## src/inc/irt_pkg.sv

```systemverilog
// irt_pkg: register map, field positions, reset values and timing counts
// for the interval / auto-reload timer with square-wave output.
// assumes a 32-bit AXI4-Lite slave with one register per aligned word.
package irt_pkg;
  // byte offsets (the documented addresses are absolute, so a local map is used)
  localparam logic [4:0] OFS_MODE = 5'h00;
  localparam logic [4:0] OFS_COUNT = 5'h04;
  localparam logic [4:0] OFS_PINCTL = 5'h08;
  localparam logic [4:0] OFS_PINMODE1 = 5'h0C;
  localparam logic [4:0] OFS_IRQREQ = 5'h10;
  localparam logic [4:0] OFS_IRQEN = 5'h14;
  // mode register fields
  localparam int MODE_RELOAD_BIT = 7;
  localparam logic [7:0] MODE_RESET = 8'h78;
  localparam logic [7:0] MODE_FIXED_ONES = 8'h78;
  // pin-control fields
  localparam int PIN_FUNC_BIT = 7;
  localparam int PIN_ON_BIT = 6;
  localparam int PIN_FIXED_RATE_PICK_BIT = 5;
  localparam int PIN_TOGGLE_BIT = 4;
  localparam logic [7:0] PIN_RESET = 8'h0F;
  localparam logic [7:0] PIN_FIXED_ONES = 8'h0F;
  // pin mode register one: irq pin select position
  localparam int IRQ_PIN_BIT = 5;
  // irq request / enable: overflow bit position
  localparam int OVF_BIT = 0;
  localparam logic [7:0] COUNT_RESET = 8'h00;
  localparam logic [7:0] RELOAD_RESET = 8'h00;
  // prescaler: 13-bit free-running divider gives /8 .. /8192
  localparam int PRESC_W = 13;
  // fixed square wave: half periods of clock/2048 and clock/1024
  localparam int SQ_HALF_SLOW = 2048 / 2;
  localparam int SQ_HALF_FAST = 1024 / 2;
  // axi responses
  localparam logic [1:0] RESP_OKAY = 2'h0;
  localparam logic [1:0] RESP_SLVERR = 2'h2;
endpackage : irt_pkg

```

## src/verilog/irt_timer.sv

```systemverilog
// irt_timer: 8-bit interval / auto-reload timer with square-wave pin stage,
// registers reached over AXI4-Lite.
// assumes one clock aclk (40 MHz) and a synchronous active-low reset aresetn;
// the shared pin's port logic and the interrupt controller live outside.
//
// Register access over AXI4-Lite and the register addresses are this design's own decisions.
`timescale 1ns/10ps

// Function
// counter counts up one per prescaler tick picked by the clock select field
// stepping past maximum count sets the overflow flag in both modes
// reset clears the counter to zero
// counter and reload share one address: read counter, write reload
// writing reload also loads the counter immediately; counting continues from there
// interval mode wraps the counter to zero on overflow
// auto-reload mode loads the reload value on overflow, periods 1 to 256
// reset clears the reload register to zero
// after reset counting starts at once in interval mode
// interrupt request only while overflow flag and its enable are both set
// accepting interrupt leaves flag set; software clears it by writing
// irq select makes pin an input; else port, or driven low when output off
// output on, toggle select zero: 50% square at clock/2048 or clock/1024
// output on, toggle select one: pin inverts on every overflow
// software should use auto-reload mode for variable frequency output
// pin-control low four bits read one and ignore writes
// pin-control resets to upper bits zero, low bits one
// counter reads never stop or disturb the count
// clock select codes 0..7 pick /8192,/4096,/2048,/512,/256,/128,/32,/8
// mode register resets with mode and clock zero, middle bits one
// prescaler taps are one-cycle enables; all state updates synchronously
// reload write beats a same-cycle overflow in the counter; flag still set
module irt_timer (
  input wire logic aclk, // system clock, 40 MHz
  input wire logic aresetn, // synchronous reset, active low
  input wire logic [4:0] s_axi_awaddr, // write address
  input wire logic s_axi_awvalid, // write address valid
  output logic s_axi_awready, // write address ready
  input wire logic [31:0] s_axi_wdata, // write data
  input wire logic [3:0] s_axi_wstrb, // write byte strobes
  input wire logic s_axi_wvalid, // write data valid
  output logic s_axi_wready, // write data ready
  output logic [1:0] s_axi_bresp, // write response
  output logic s_axi_bvalid, // write response valid
  input wire logic s_axi_bready, // write response ready
  input wire logic [4:0] s_axi_araddr, // read address
  input wire logic s_axi_arvalid, // read address valid
  output logic s_axi_arready, // read address ready
  output logic [31:0] s_axi_rdata, // read data
  output logic [1:0] s_axi_rresp, // read response
  output logic s_axi_rvalid, // read data valid
  input wire logic s_axi_rready, // read data ready
  output logic overflow_irq, // interrupt request to cpu, active high level
  output logic wave_out_pin, // square-wave output level
  output logic wave_out_oe, // high while the timer drives the shared pin
  output logic pin_is_port, // shared pin left to the general port logic
  output logic pin_is_irq_input // shared pin used as external interrupt input
);

  typedef enum logic [1:0] {
    IRT_W_IDLE = 2'b00,
    IRT_W_RESP = 2'b01
  } irt_wstate_e;

  irt_wstate_e wstate_q;
  logic aw_have_q;
  logic w_have_q;
  logic [4:0] awaddr_q;
  logic [31:0] wdata_q;
  logic [3:0] wstrb_q;
  logic [1:0] bresp_q;
  logic rvalid_q;
  logic [31:0] rdata_q;
  logic [1:0] rresp_q;

  logic [7:0] count_q;
  logic [7:0] reload_q;
  logic reload_mode_q;
  logic [2:0] clock_select_q;
  logic out_func_select_q;
  logic wave_output_on_q;
  logic fixed_rate_pick_q;
  logic toggle_rate_pick_q;
  logic irq_pin_select_q;
  logic overflow_flag_q;
  logic overflow_irq_enable_q;
  logic [irt_pkg::PRESC_W-1:0] presc_q;
  logic [irt_pkg::PRESC_W-1:0] presc_next;
  logic [irt_pkg::PRESC_W-1:0] presc_rise;
  logic tick;
  logic overflow;
  logic toggle_q;
  logic fixed_wave;
  logic wave_q;

  logic wr_fire;
  logic wr_lane0;
  logic [7:0] wr_byte;
  logic wr_count;
  logic wr_mode;
  logic wr_pin;
  logic wr_pin1;
  logic wr_irqreq;
  logic wr_irqen;
  logic wr_mapped;
  logic [7:0] mode_rd;
  logic [7:0] pin_rd;
  logic [7:0] rd_byte;
  logic rd_mapped;

  // write channels: each address and data phase is taken once, in either order
  assign s_axi_awready = (wstate_q == IRT_W_IDLE) && !aw_have_q;
  assign s_axi_wready = (wstate_q == IRT_W_IDLE) && !w_have_q;
  assign s_axi_bvalid = (wstate_q == IRT_W_RESP);
  assign s_axi_bresp = bresp_q;
  assign wr_fire = (wstate_q == IRT_W_IDLE) && aw_have_q && w_have_q;
  assign wr_lane0 = wr_fire && wstrb_q[0];
  assign wr_byte = wdata_q[7:0];

  // write address decode; only byte lane 0 carries register bits
  always_comb begin
    wr_count = 1'b0;
    wr_mode = 1'b0;
    wr_pin = 1'b0;
    wr_pin1 = 1'b0;
    wr_irqreq = 1'b0;
    wr_irqen = 1'b0;
    wr_mapped = 1'b1;
    unique case (awaddr_q)
      irt_pkg::OFS_MODE: wr_mode = wr_lane0;
      irt_pkg::OFS_COUNT: wr_count = wr_lane0;
      irt_pkg::OFS_PINCTL: wr_pin = wr_lane0;
      irt_pkg::OFS_PINMODE1: wr_pin1 = wr_lane0;
      irt_pkg::OFS_IRQREQ: wr_irqreq = wr_lane0;
      irt_pkg::OFS_IRQEN: wr_irqen = wr_lane0;
      default: wr_mapped = 1'b0;
    endcase
  end

  // write handshake sequencing
  always_ff @(posedge aclk) begin
    if (!aresetn) begin
      wstate_q <= IRT_W_IDLE;
      aw_have_q <= 1'b0;
      w_have_q <= 1'b0;
      awaddr_q <= 5'h00;
      wdata_q <= 32'h00000000;
      wstrb_q <= 4'h0;
      bresp_q <= irt_pkg::RESP_OKAY;
    end else begin
      if (s_axi_awvalid && s_axi_awready) begin
        aw_have_q <= 1'b1;
        awaddr_q <= {s_axi_awaddr[4:2], 2'b00};
      end
      if (s_axi_wvalid && s_axi_wready) begin
        w_have_q <= 1'b1;
        wdata_q <= s_axi_wdata;
        wstrb_q <= s_axi_wstrb;
      end
      unique case (wstate_q)
        IRT_W_IDLE: begin
          if (wr_fire) begin
            wstate_q <= IRT_W_RESP;
            aw_have_q <= 1'b0;
            w_have_q <= 1'b0;
            bresp_q <= wr_mapped ? irt_pkg::RESP_OKAY : irt_pkg::RESP_SLVERR;
          end
        end
        IRT_W_RESP: begin
          if (s_axi_bready) begin
            wstate_q <= IRT_W_IDLE;
          end
        end
      endcase
    end
  end

  // readable views; fixed-one bits are forced, not stored
  assign mode_rd = {reload_mode_q, 4'hF, clock_select_q} | irt_pkg::MODE_FIXED_ONES;
  assign pin_rd = {out_func_select_q, wave_output_on_q, fixed_rate_pick_q, toggle_rate_pick_q, 4'h0}
                  | irt_pkg::PIN_FIXED_ONES;

  // read decode; the counter is only sampled, never touched
  always_comb begin
    rd_byte = 8'h00;
    rd_mapped = 1'b1;
    unique case ({s_axi_araddr[4:2], 2'b00})
      irt_pkg::OFS_MODE: rd_byte = mode_rd;
      irt_pkg::OFS_COUNT: rd_byte = count_q;
      irt_pkg::OFS_PINCTL: rd_byte = pin_rd;
      irt_pkg::OFS_PINMODE1: rd_byte = {2'b00, irq_pin_select_q, 5'h00};
      irt_pkg::OFS_IRQREQ: rd_byte = {7'h00, overflow_flag_q};
      irt_pkg::OFS_IRQEN: rd_byte = {7'h00, overflow_irq_enable_q};
      default: rd_mapped = 1'b0;
    endcase
  end

  // read channel: one outstanding read, data held until rready
  assign s_axi_arready = !rvalid_q;
  assign s_axi_rvalid = rvalid_q;
  assign s_axi_rdata = rdata_q;
  assign s_axi_rresp = rresp_q;
  always_ff @(posedge aclk) begin
    if (!aresetn) begin
      rvalid_q <= 1'b0;
      rdata_q <= 32'h00000000;
      rresp_q <= irt_pkg::RESP_OKAY;
    end else if (s_axi_arvalid && s_axi_arready) begin
      rvalid_q <= 1'b1;
      rdata_q <= {24'h000000, rd_byte};
      rresp_q <= rd_mapped ? irt_pkg::RESP_OKAY : irt_pkg::RESP_SLVERR;
    end else if (s_axi_rready) begin
      rvalid_q <= 1'b0;
    end
  end

  // control registers
  always_ff @(posedge aclk) begin
    if (!aresetn) begin
      reload_mode_q <= irt_pkg::MODE_RESET[irt_pkg::MODE_RELOAD_BIT];
      clock_select_q <= irt_pkg::MODE_RESET[2:0];
      out_func_select_q <= irt_pkg::PIN_RESET[irt_pkg::PIN_FUNC_BIT];
      wave_output_on_q <= irt_pkg::PIN_RESET[irt_pkg::PIN_ON_BIT];
      fixed_rate_pick_q <= irt_pkg::PIN_RESET[irt_pkg::PIN_FIXED_RATE_PICK_BIT];
      toggle_rate_pick_q <= irt_pkg::PIN_RESET[irt_pkg::PIN_TOGGLE_BIT];
      irq_pin_select_q <= 1'b0;
      overflow_irq_enable_q <= 1'b0;
      reload_q <= irt_pkg::RELOAD_RESET;
    end else begin
      if (wr_mode) begin
        reload_mode_q <= wr_byte[irt_pkg::MODE_RELOAD_BIT];
        clock_select_q <= wr_byte[2:0];
      end
      if (wr_pin) begin
        out_func_select_q <= wr_byte[irt_pkg::PIN_FUNC_BIT];
        wave_output_on_q <= wr_byte[irt_pkg::PIN_ON_BIT];
        fixed_rate_pick_q <= wr_byte[irt_pkg::PIN_FIXED_RATE_PICK_BIT];
        toggle_rate_pick_q <= wr_byte[irt_pkg::PIN_TOGGLE_BIT];
      end
      if (wr_pin1) begin
        irq_pin_select_q <= wr_byte[irt_pkg::IRQ_PIN_BIT];
      end
      if (wr_irqen) begin
        overflow_irq_enable_q <= wr_byte[irt_pkg::OVF_BIT];
      end
      if (wr_count) begin
        reload_q <= wr_byte;
      end
    end
  end

  // the prescaler is never cleared by register writes, so a counter load
  // keeps ticks on the same grid; the first tick after a load may come early
  // free-running prescaler; a tap's rising edge is a one-cycle tick
  assign presc_next = presc_q + 13'h0001;
  assign presc_rise = presc_next & ~presc_q;
  always_ff @(posedge aclk) begin
    if (!aresetn) begin
      presc_q <= '0;
    end else begin
      presc_q <= presc_next;
    end
  end

  // clock select tap: bit k rises once every 2^(k+1) clocks
  always_comb begin
    unique case (clock_select_q)
      3'h0: tick = presc_rise[12];
      3'h1: tick = presc_rise[11];
      3'h2: tick = presc_rise[10];
      3'h3: tick = presc_rise[8];
      3'h4: tick = presc_rise[7];
      3'h5: tick = presc_rise[6];
      3'h6: tick = presc_rise[4];
      3'h7: tick = presc_rise[2];
    endcase
  end

  assign overflow = tick && (count_q == 8'hFF);

  // counter; a reload write wins over a same-cycle tick or overflow
  always_ff @(posedge aclk) begin
    if (!aresetn) begin
      count_q <= irt_pkg::COUNT_RESET;
    end else if (wr_count) begin
      count_q <= wr_byte;
    end else if (overflow) begin
      count_q <= reload_mode_q ? reload_q : 8'h00;
    end else if (tick) begin
      count_q <= count_q + 8'h01;
    end
  end

  // overflow flag: hardware set beats software clear; irq accept leaves it alone
  always_ff @(posedge aclk) begin
    if (!aresetn) begin
      overflow_flag_q <= 1'b0;
    end else if (overflow) begin
      overflow_flag_q <= 1'b1;
    end else if (wr_irqreq && !wr_byte[irt_pkg::OVF_BIT]) begin
      overflow_flag_q <= 1'b0;
    end
  end

  assign overflow_irq = overflow_flag_q && overflow_irq_enable_q;

  // toggle flip-flop for variable frequency; period set by reload in auto-reload mode
  always_ff @(posedge aclk) begin
    if (!aresetn) begin
      toggle_q <= 1'b0;
    end else if (overflow) begin
      toggle_q <= ~toggle_q;
    end
  end

  // fixed square waves straight from prescaler bits: exact 50% duty
  assign fixed_wave = fixed_rate_pick_q ? presc_q[9] : presc_q[10];

  // pin stage, registered so the level leaves a flip-flop
  always_ff @(posedge aclk) begin
    if (!aresetn) begin
      wave_q <= 1'b0;
    end else if (!wave_output_on_q) begin
      wave_q <= 1'b0;
    end else begin
      wave_q <= toggle_rate_pick_q ? toggle_q : fixed_wave;
    end
  end

  // pin function select; the interrupt input overrides everything
  assign pin_is_irq_input = irq_pin_select_q;
  assign pin_is_port = !irq_pin_select_q && !out_func_select_q;
  assign wave_out_oe = !irq_pin_select_q && out_func_select_q;
  assign wave_out_pin = wave_out_oe && wave_q;

endmodule : irt_timer

```

## config.mk

```make
export PLATFORM = sky130hd
export DESIGN_NAME = irt_timer
export DESIGN_NICKNAME = d
export VERILOG_FILES = /design/src/inc/irt_pkg.sv /design/src/verilog/irt_timer.sv
export SDC_FILE = /design/constraint.sdc
export NUM_CORES = 1
export LEC_CHECK = 0
export ABC_AREA = 1
export BUFFER_PORTS_ARGS = -buffer_cell sky130_fd_sc_hd__buf_2
export CAP_MARGIN = 25
export CORE_AREA = 2 2 95 97
export DETAILED_ROUTE_END_ITERATION = 8
export DIE_AREA = 0 0 97 99
export GPL_ROUTABILITY_DRIVEN = 0
export MAX_ROUTING_LAYER = met4
export PLACE_DENSITY_LB_ADDON = 0.15
export SYNTH_ARGS = -nofsm -noshare
export SYNTH_HDL_FRONTEND = slang
export SYNTH_SLANG_ARGS = --single-unit
```

## constraint.sdc

```tcl
create_clock -name aclk -period 5.2 [get_ports aclk]
set_input_delay 0.26 -clock aclk [delete_from_list [all_inputs] [get_ports aclk]]
set_output_delay 0.26 -clock aclk [all_outputs]
set_load 0.01 [all_outputs]
```

==> run metrics, run 1 <==
area share of the largest cell type after synthesis=between 40% and 50%; Sink Count=68; Yosys cell types=36; Finish-stage setup viols=0; CTS tree=yes; crit path cell chain=nand3_1 > nor2_1 > nand2_1 > nor2_1 > inv_1 > nor3_1 > ha_1 > nand2_1 > nand3_1 > nand3_2 > nand2_2 > nand2_2 > nor2_1 > nand2_1 > a21oi_1; Yosys reg bits=between 60 and 70; post-cts sizing count=0; final core utilization=approximately 44%; Detail Route Antenna Nets=0; Startpoint Class=flip-flop; Bufs and invs on worst path=1; status=finished, final reports clean; total chip power=~1100 uW; highest-count cells in the layout ignoring fill and taps=71 x nor2_1, 68 x dfxtp_1, 62 x a21oi_1; Critical Path End Type=flip-flop; fin crit share=a little over two fifths; Rel. slew slack=about 56%; mean post-synth cell area=7.366 um2; Setup crit end=count_q[3]; vias=roughly 2.9k; antenna violations before repair=0; Max stage delay cell, worst path=dfxtp_1; Die Width=between 90 and 100 um; Die ar.=between 0.009 and 0.01 mm2; sequential share of the synthesized area=around 40%; largest net degree at the start of global routing=31; vias in the first global route=roughly 2.7k; first-pass GRT wire length=12690 um; Rows=34; Final nets=between 500 and 600; clock root buffer master=clkbuf_8; All-Layer GR Usage=around 17%; area grow syn2layout=12.14%; RR Endpoint=count_q[3]; post-CTS setup buffer count=0; Setup TNS Final=0 ns; Crit path depth=15; Starting DRT DRC Count=110; final hold slack=0.1791 ns; clk_skew=about 0.012 ns; max cap viols=0; drt total wl=around 7600 um; CP delay by family, top=simple AND/OR/NAND/NOR gates; Pwr per Cell Area=between 200 and 300 mW/mm2; Initial Util=between 30% and 40%; clock latency on the worst-skew pair=between 0.3 and 0.4 ns; Top Ports=between 90 and 100; metal3 WL=~470 um; LEAKAGE=about 0.0016 uW; top cells by area, synth=dfxtp_1 41%, a21oi_1 9.3%, nor2_1 8.0%; synthesized area=0.003329 mm2; core area=approximately 0.0086 mm2; Top Layer Used=met4; FMAX=461.0 MHz; commonest non-fill, non-tap cell in the layout=nor2_1; worst reg2reg path startpoint=presc_q[0]; Overflow after GRT=0; VDD IR max=131.0 uV; Hold Fails Final Rpt=0; worst path required time=around 5.5 ns; Crit path largest cell delay=0.35 ns; Remaining DRCs=0; CP Class=flip-flop to flip-flop; Worst Hold Class=primary input to flip-flop; # fillers=between 900 and 1k; RSZ-0062 raised after global routing=false; crit path launch=presc_q[0]; R2R Setup Slk=3.03 ns; CTS Hold Bufs=0; CTS Buffer Depth=2; met2 wire len=roughly 3200 um; first drt pass iteration count=4; Critical Path AT=between 2 and 2.5 ns; M1 WL=3843 um; DR vias/cell=around 4.7; Buffers on Ports=between 40 and 50; H-tree depth=3; die height=between 90 and 100 um; Pins Over Slew Limit=0; Worst-path clk slew=0.07 ns; layout cells sized above 1=between 10% and 20%; drt wl/cell=12.48 um; Tmin final=around 2.2 ns; cells on worst reg2reg path=15; area leader, netlist=dfxtp_1; maximum fanout along the worst path=8; DP HPWL=about 5600 um; diode count=0; Gate Count Post-Synth=~450; CTS buffer count=9; Least-Margin Pin Slew=0.6600 ns; Syn. warnings=0
[per-stage QoR]
step,setup WS (ns),instance area (um2),std cells
global placement,3.037,3531,591
CTS,3.016,3734,607
global route,2.749,3734,607
finish,3.031,3734,607
floorplan,3.377,3423,477
detailed placement,3.023,3531,591
[registers in the layout, summed over array words and instances (netlist names), 3 cells and up]
| signal | cells |
|---|---|
| s_axi_rdata | 8 |
| awaddr_q | 3 |
| presc_q | 13 |
| clock_select_q | 3 |
| reload_q | 8 |
| count_q | 8 |
| wdata_q | 8 |
[kinds of logic after synthesis]
family	after synthesis	synth area share (%)
simple gates	172	24.05
compound gates	103	16.23
buf+inv	93	13.64
flops	68	40.89
fa+ha+maj	10	3.758
xor+xnor	5	1.315
other cells	1	0.1126
[worst min path at each step]
stage,startpoint,endpoint,slack [ns],cells past startpoint
floorplan,presc_q[0],presc_q[0],0.42,1
global placement,presc_q[0],presc_q[0],0.43,1
detailed placement,presc_q[0],presc_q[0],0.45,1
CTS,s_axi_bready,wstate_q[0],0.17,3
global route,s_axi_bready,wstate_q[0],0.19,3
finish,s_axi_bready,wstate_q[0],0.18,3
[cell usage after synthesis (all sizes together)]
master   n
nand2   62
conb     1
nor3     6
o22ai    2
inv     57
xnor2    1
a41oi    1
ha      10
buf     28
nand3   22
clkbuf   8
nor2    74
dfxtp   68
o211ai   2
o21ai   32
o21a     1
or2      1
xor2     4
nand4    6
nor3b    1
o221ai   2
a21oi   63
[metal layers]
metal	global-route usage (%)	up-vias
met5	-	-
met4	5.309	0
met3	4.255	8
met2	25.05	87
met1	22.23	1262
li1	-	1495
[final cells by class]
type	instances	area [um2]	share of cell area, %
Clock buffer	12	155.1	4.156
Clock inverter	4	47.55	1.273
Inverter	57	214.0	5.731
Multi-Input combinational cell	316	1608	43.06
Sequential cell	68	1361	36.46
Tap cell	108	135.1	3.619
Timing Repair Buffer	42	212.7	5.697
[worst min-delay path, cell delays in order]
cell     delay (ns)
buf_2          0.07
or2_2          0.09
a21oi_1        0.05
[power breakdown]
group / leakage, uW / internal, uW / total (uW) / switching [uW]
sequential: 0.000553 / 537 / 548 / 11.5
clock: 0.000102 / 246 / 444 / 198
combinational: 0.000982 / 25.2 / 85.8 / 60.6
(Power assumes the default switching activity.)
==> run 2, diff against run 1 <==
ABC_AREA = 0   (was 1)
CORE_AREA = 2 2 97 99   (was 2 2 95 97)
DIE_AREA = 0 0 99 101   (was 0 0 97 99)
clock period = 1.9 ns   (was 5.2 ns; I/O delays follow)
==> run 2 against run 1 <==
Global-route usage rose by 1.1 points. The run now ends with setup timing left. Clock power rose to 2.7 times the previous value. Critical endpoint is now count_q[4]. Design area rose by 13%. Critical path type unchanged.
==> run metrics, run 2 <==
status=finished with violations (was finished, final reports clean); failing checks=setup timing; cell area after layout=0.004219 mm2 (was 0.003734 mm2); Max stage delay cell, worst path=dfxtp_2 (was dfxtp_1); Gate Count Post-Synth=403 (was 452); DP HPWL=5748 um (was 5616 um); area share of the largest cell type after synthesis=39.28% (was 40.89%); Starting DRT DRC Count=111 (was 110); top cells by area, synth=dfxtp_1 39%, nor2b_1 6.9%, buf_4 5.8% (was dfxtp_1 41%, a21oi_1 9.3%, nor2_1 8.0%); Final WS setup=-0.3178 ns (was 3.031 ns); DR vias/cell=4.903 (was 4.699); Detail Route Antenna Nets=0 (unchanged); Die Width=99 um (was 97 um); Yosys reg bits=68 (unchanged); Setup TNS Final=-2.382 ns (was 0 ns); Final nets=534 (was 557); R2R Setup Slk=-0.32 ns (was 3.03 ns); max cap viols=0 (unchanged); Rows=35 (was 34); max reg flops=13 (unchanged); diode count=0 (unchanged); Tmin final=2.218 ns (was 2.169 ns); FMAX=450.9 MHz (was 461.0 MHz); Remaining DRCs=0 (unchanged); die height=101 um (was 99 um); number of synthesized flops with an enable pin=0 (unchanged); Post-synth top cells=68 x dfxtp_1, 52 x nand2_1, 38 x nor2b_1, 27 x buf_4, 22 x a21boi_0 (was 71 x nor2_1, 68 x dfxtp_1, 62 x a21oi_1, 57 x nand2_1, 53 x inv_1); All-Layer GR Usage=17.84% (was 16.72%); Pins Over Slew Limit=0 (unchanged); Startpoint Class=flip-flop (unchanged); clk_skew=0.01014 ns (was 0.01202 ns); Initial Util=38.61% (was 38.94%); non-filler instance count after layout=587 (was 607); CTS buffer count=9 (unchanged); Bufs and invs on worst path=0 (was 1); Overflow after GRT=0 (unchanged); layout cells sized above 1=22.69% (was 15.83%); Rel. slew slack=67.62% (was 55.95%); clock latency on the worst-skew pair=0.35 ns (was 0.34 ns); Least-Margin Pin Slew=0.4734 ns (was 0.6600 ns); drt total wl=8194 um (was 7577 um); sequential share of the synthesized area=39.28% (was 40.89%); Top Ports=99 (unchanged); Worst Hold Class=primary input to flip-flop (unchanged); commonest register cell after synthesis=dfxtp_1 (unchanged); RSZ-0062 raised after global routing=true (was false); CP most frequent cell=and3_4; CTS Buffer Depth=2 (unchanged); CP Class=flip-flop to flip-flop (unchanged); first-pass GRT wire length=13740 um (was 12690 um); worst path required time=2.15 ns (was 5.47 ns); Die ar.=0.009999 mm2 (was 0.009603 mm2); mean post-synth cell area=8.600 um2 (was 7.366 um2); vias in the first global route=2714 (was 2658); # fillers=925 (was 911); fin crit share=116.7% (was 41.72%); Hold Fails Final Rpt=0 (unchanged); Critical Path End Type=flip-flop (unchanged); Critical Path AT=2.46 ns (was 2.44 ns); final core utilization=47.00% (was 43.66%); Sink Count=68 (unchanged); first drt pass iteration count=4 (unchanged); largest net degree at the start of global routing=39 (was 31); commonest non-fill, non-tap cell in the layout=dfxtp_1 (was nor2_1); CTS tree=yes (unchanged); synthesized area=0.003466 mm2 (was 0.003329 mm2); top-count cell post-synth=dfxtp_1 (was nor2_1); clock root buffer master=clkbuf_8 (unchanged); vias=2878 (was 2852); Yosys cell types=47 (was 36); LEAKAGE=0.001650 uW (was 0.001637 uW); maximum fanout along the worst path=5 (was 8); Syn. warnings=0 (unchanged); DP Area=0.003859 mm2 (was 0.003531 mm2); Worst-path clk slew=0.07 ns (about the same); drt wl/cell=13.96 um (was 12.48 um); antenna violations before repair=0 (unchanged); VDD IR max=315.6 uV (was 131.0 uV); Finish-stage setup viols=10 (was 0); Buffers on Ports=41 (unchanged); cell total after placement=558 (was 591); core area=0.008977 mm2 (was 0.008551 mm2); area grow syn2layout=21.73% (was 12.14%); highest-count cells in the layout ignoring fill and taps=66 x dfxtp_1, 51 x nand2_1, 41 x buf_2 (was 71 x nor2_1, 68 x dfxtp_1, 62 x a21oi_1); Pwr per Cell Area=699.8 mW/mm2 (was 288.9 mW/mm2); Crit path largest cell delay=0.34 ns (was 0.35 ns); crit path cell chain=ha_4 > and3_4 > and3_4 > and3_4 > ha_1 > mux2i_1 > nand3b_1 > and3_4 > a41o_1 > a32o_1 (was nand3_1 > nor2_1 > nand2_1 > nor2_1 > inv_1 > nor3_1 > ha_1 > nand2_1 > nand3_1 > nand3_2 > nand2_2 > nand2_2 > nor2_1 > nand2_1 > a21oi_1); H-tree depth=3 (unchanged); ys async rst share=0% (unchanged); CP delay by family, top=simple AND/OR/NAND/NOR gates (unchanged); register with the most flip-flops=presc_q (unchanged); area leader, netlist=dfxtp_1 (unchanged)
run 2: layout make-up:
cell class | count | area, um2 | area share (%)
Tap cell | 111 | 138.9 | 3.292
Clock buffer | 16 | 200.2 | 4.745
Timing Repair Buffer | 78 | 508.0 | 12.04
Sequential cell | 68 | 1364 | 32.33
Inverter | 14 | 52.55 | 1.246
Multi-Input combinational cell | 300 | 1956 | 46.35
run 2: cells by family (layout without fill, tap and decap cells):
logic type,Yosys count,after routing,synth area share [%]
flip-flops,68,68,39.28
AO/OA/AOI/OAI,70,70,14.19
other,1,26,0.1082
XOR/XNOR,6,6,1.516
AND/OR/NAND/NOR,167,168,25.38
multiplexers,20,20,5.920
buffers and inverters,61,108,10.00
adder cells (fa/ha/maj),10,10,3.610
run 2: timing repair:
| item | in CTS | in global routing |
|---|---|---|
| hold buffers | 10 | 0 |
| setup buffers | 0 | 2 |
| resized for setup | 2 | 10 |
| pin swaps | 0 | 9 |
| endpoints found under the setup margin | 10 | 10 |
| endpoints found under the hold margin | 9 | 0 |
| gates cloned | 0 | 1 |
run 2: worst min-delay path, cell delays in order:
cell and delay, ns:
buf_2 0.10, nand2_1 0.04, a21boi_0 0.07
run 2: routing by layer:
layer,vias to the layer above,track usage [%],share of wire [%]
li1,1466,-,-
met1,1319,23.30,50
met2,80,27.49,44
met3,13,2.774,4.1
met4,0,7.587,1.7
met5,-,-,0
run 2: power breakdown:
part / switching [uW] / internal, uW
registers: 38.6 / 1460
clock network: 547 / 655
logic: 139 / 111
total: 725 / 2230
run 2: worst paths after layout:
| kind | startpoint | end | depth (start not counted) |
|---|---|---|---|
| setup / recovery | presc_q[1] | count_q[4] | 10 |
| hold / removal | s_axi_wdata[5] | wdata_q[5] | 3 |
| setup reg to reg | presc_q[1] | count_q[4] | 10 |
| hold reg to reg | s_axi_rdata[0] | s_axi_rdata[0] | 2 |
run 2: through the flow:
stage	hold WS, ns	power [uW]	worst slack (ns)
after floorplan	0.2328	1717	-0.2060
after global placement	0.3471	1762	-0.2062
after detailed placement	0.3492	1767	-0.2495
after CTS	0.0002473	2982	-0.2830
after global routing	0.01745	3090	-0.3904
final	0.009979	2952	-0.3178
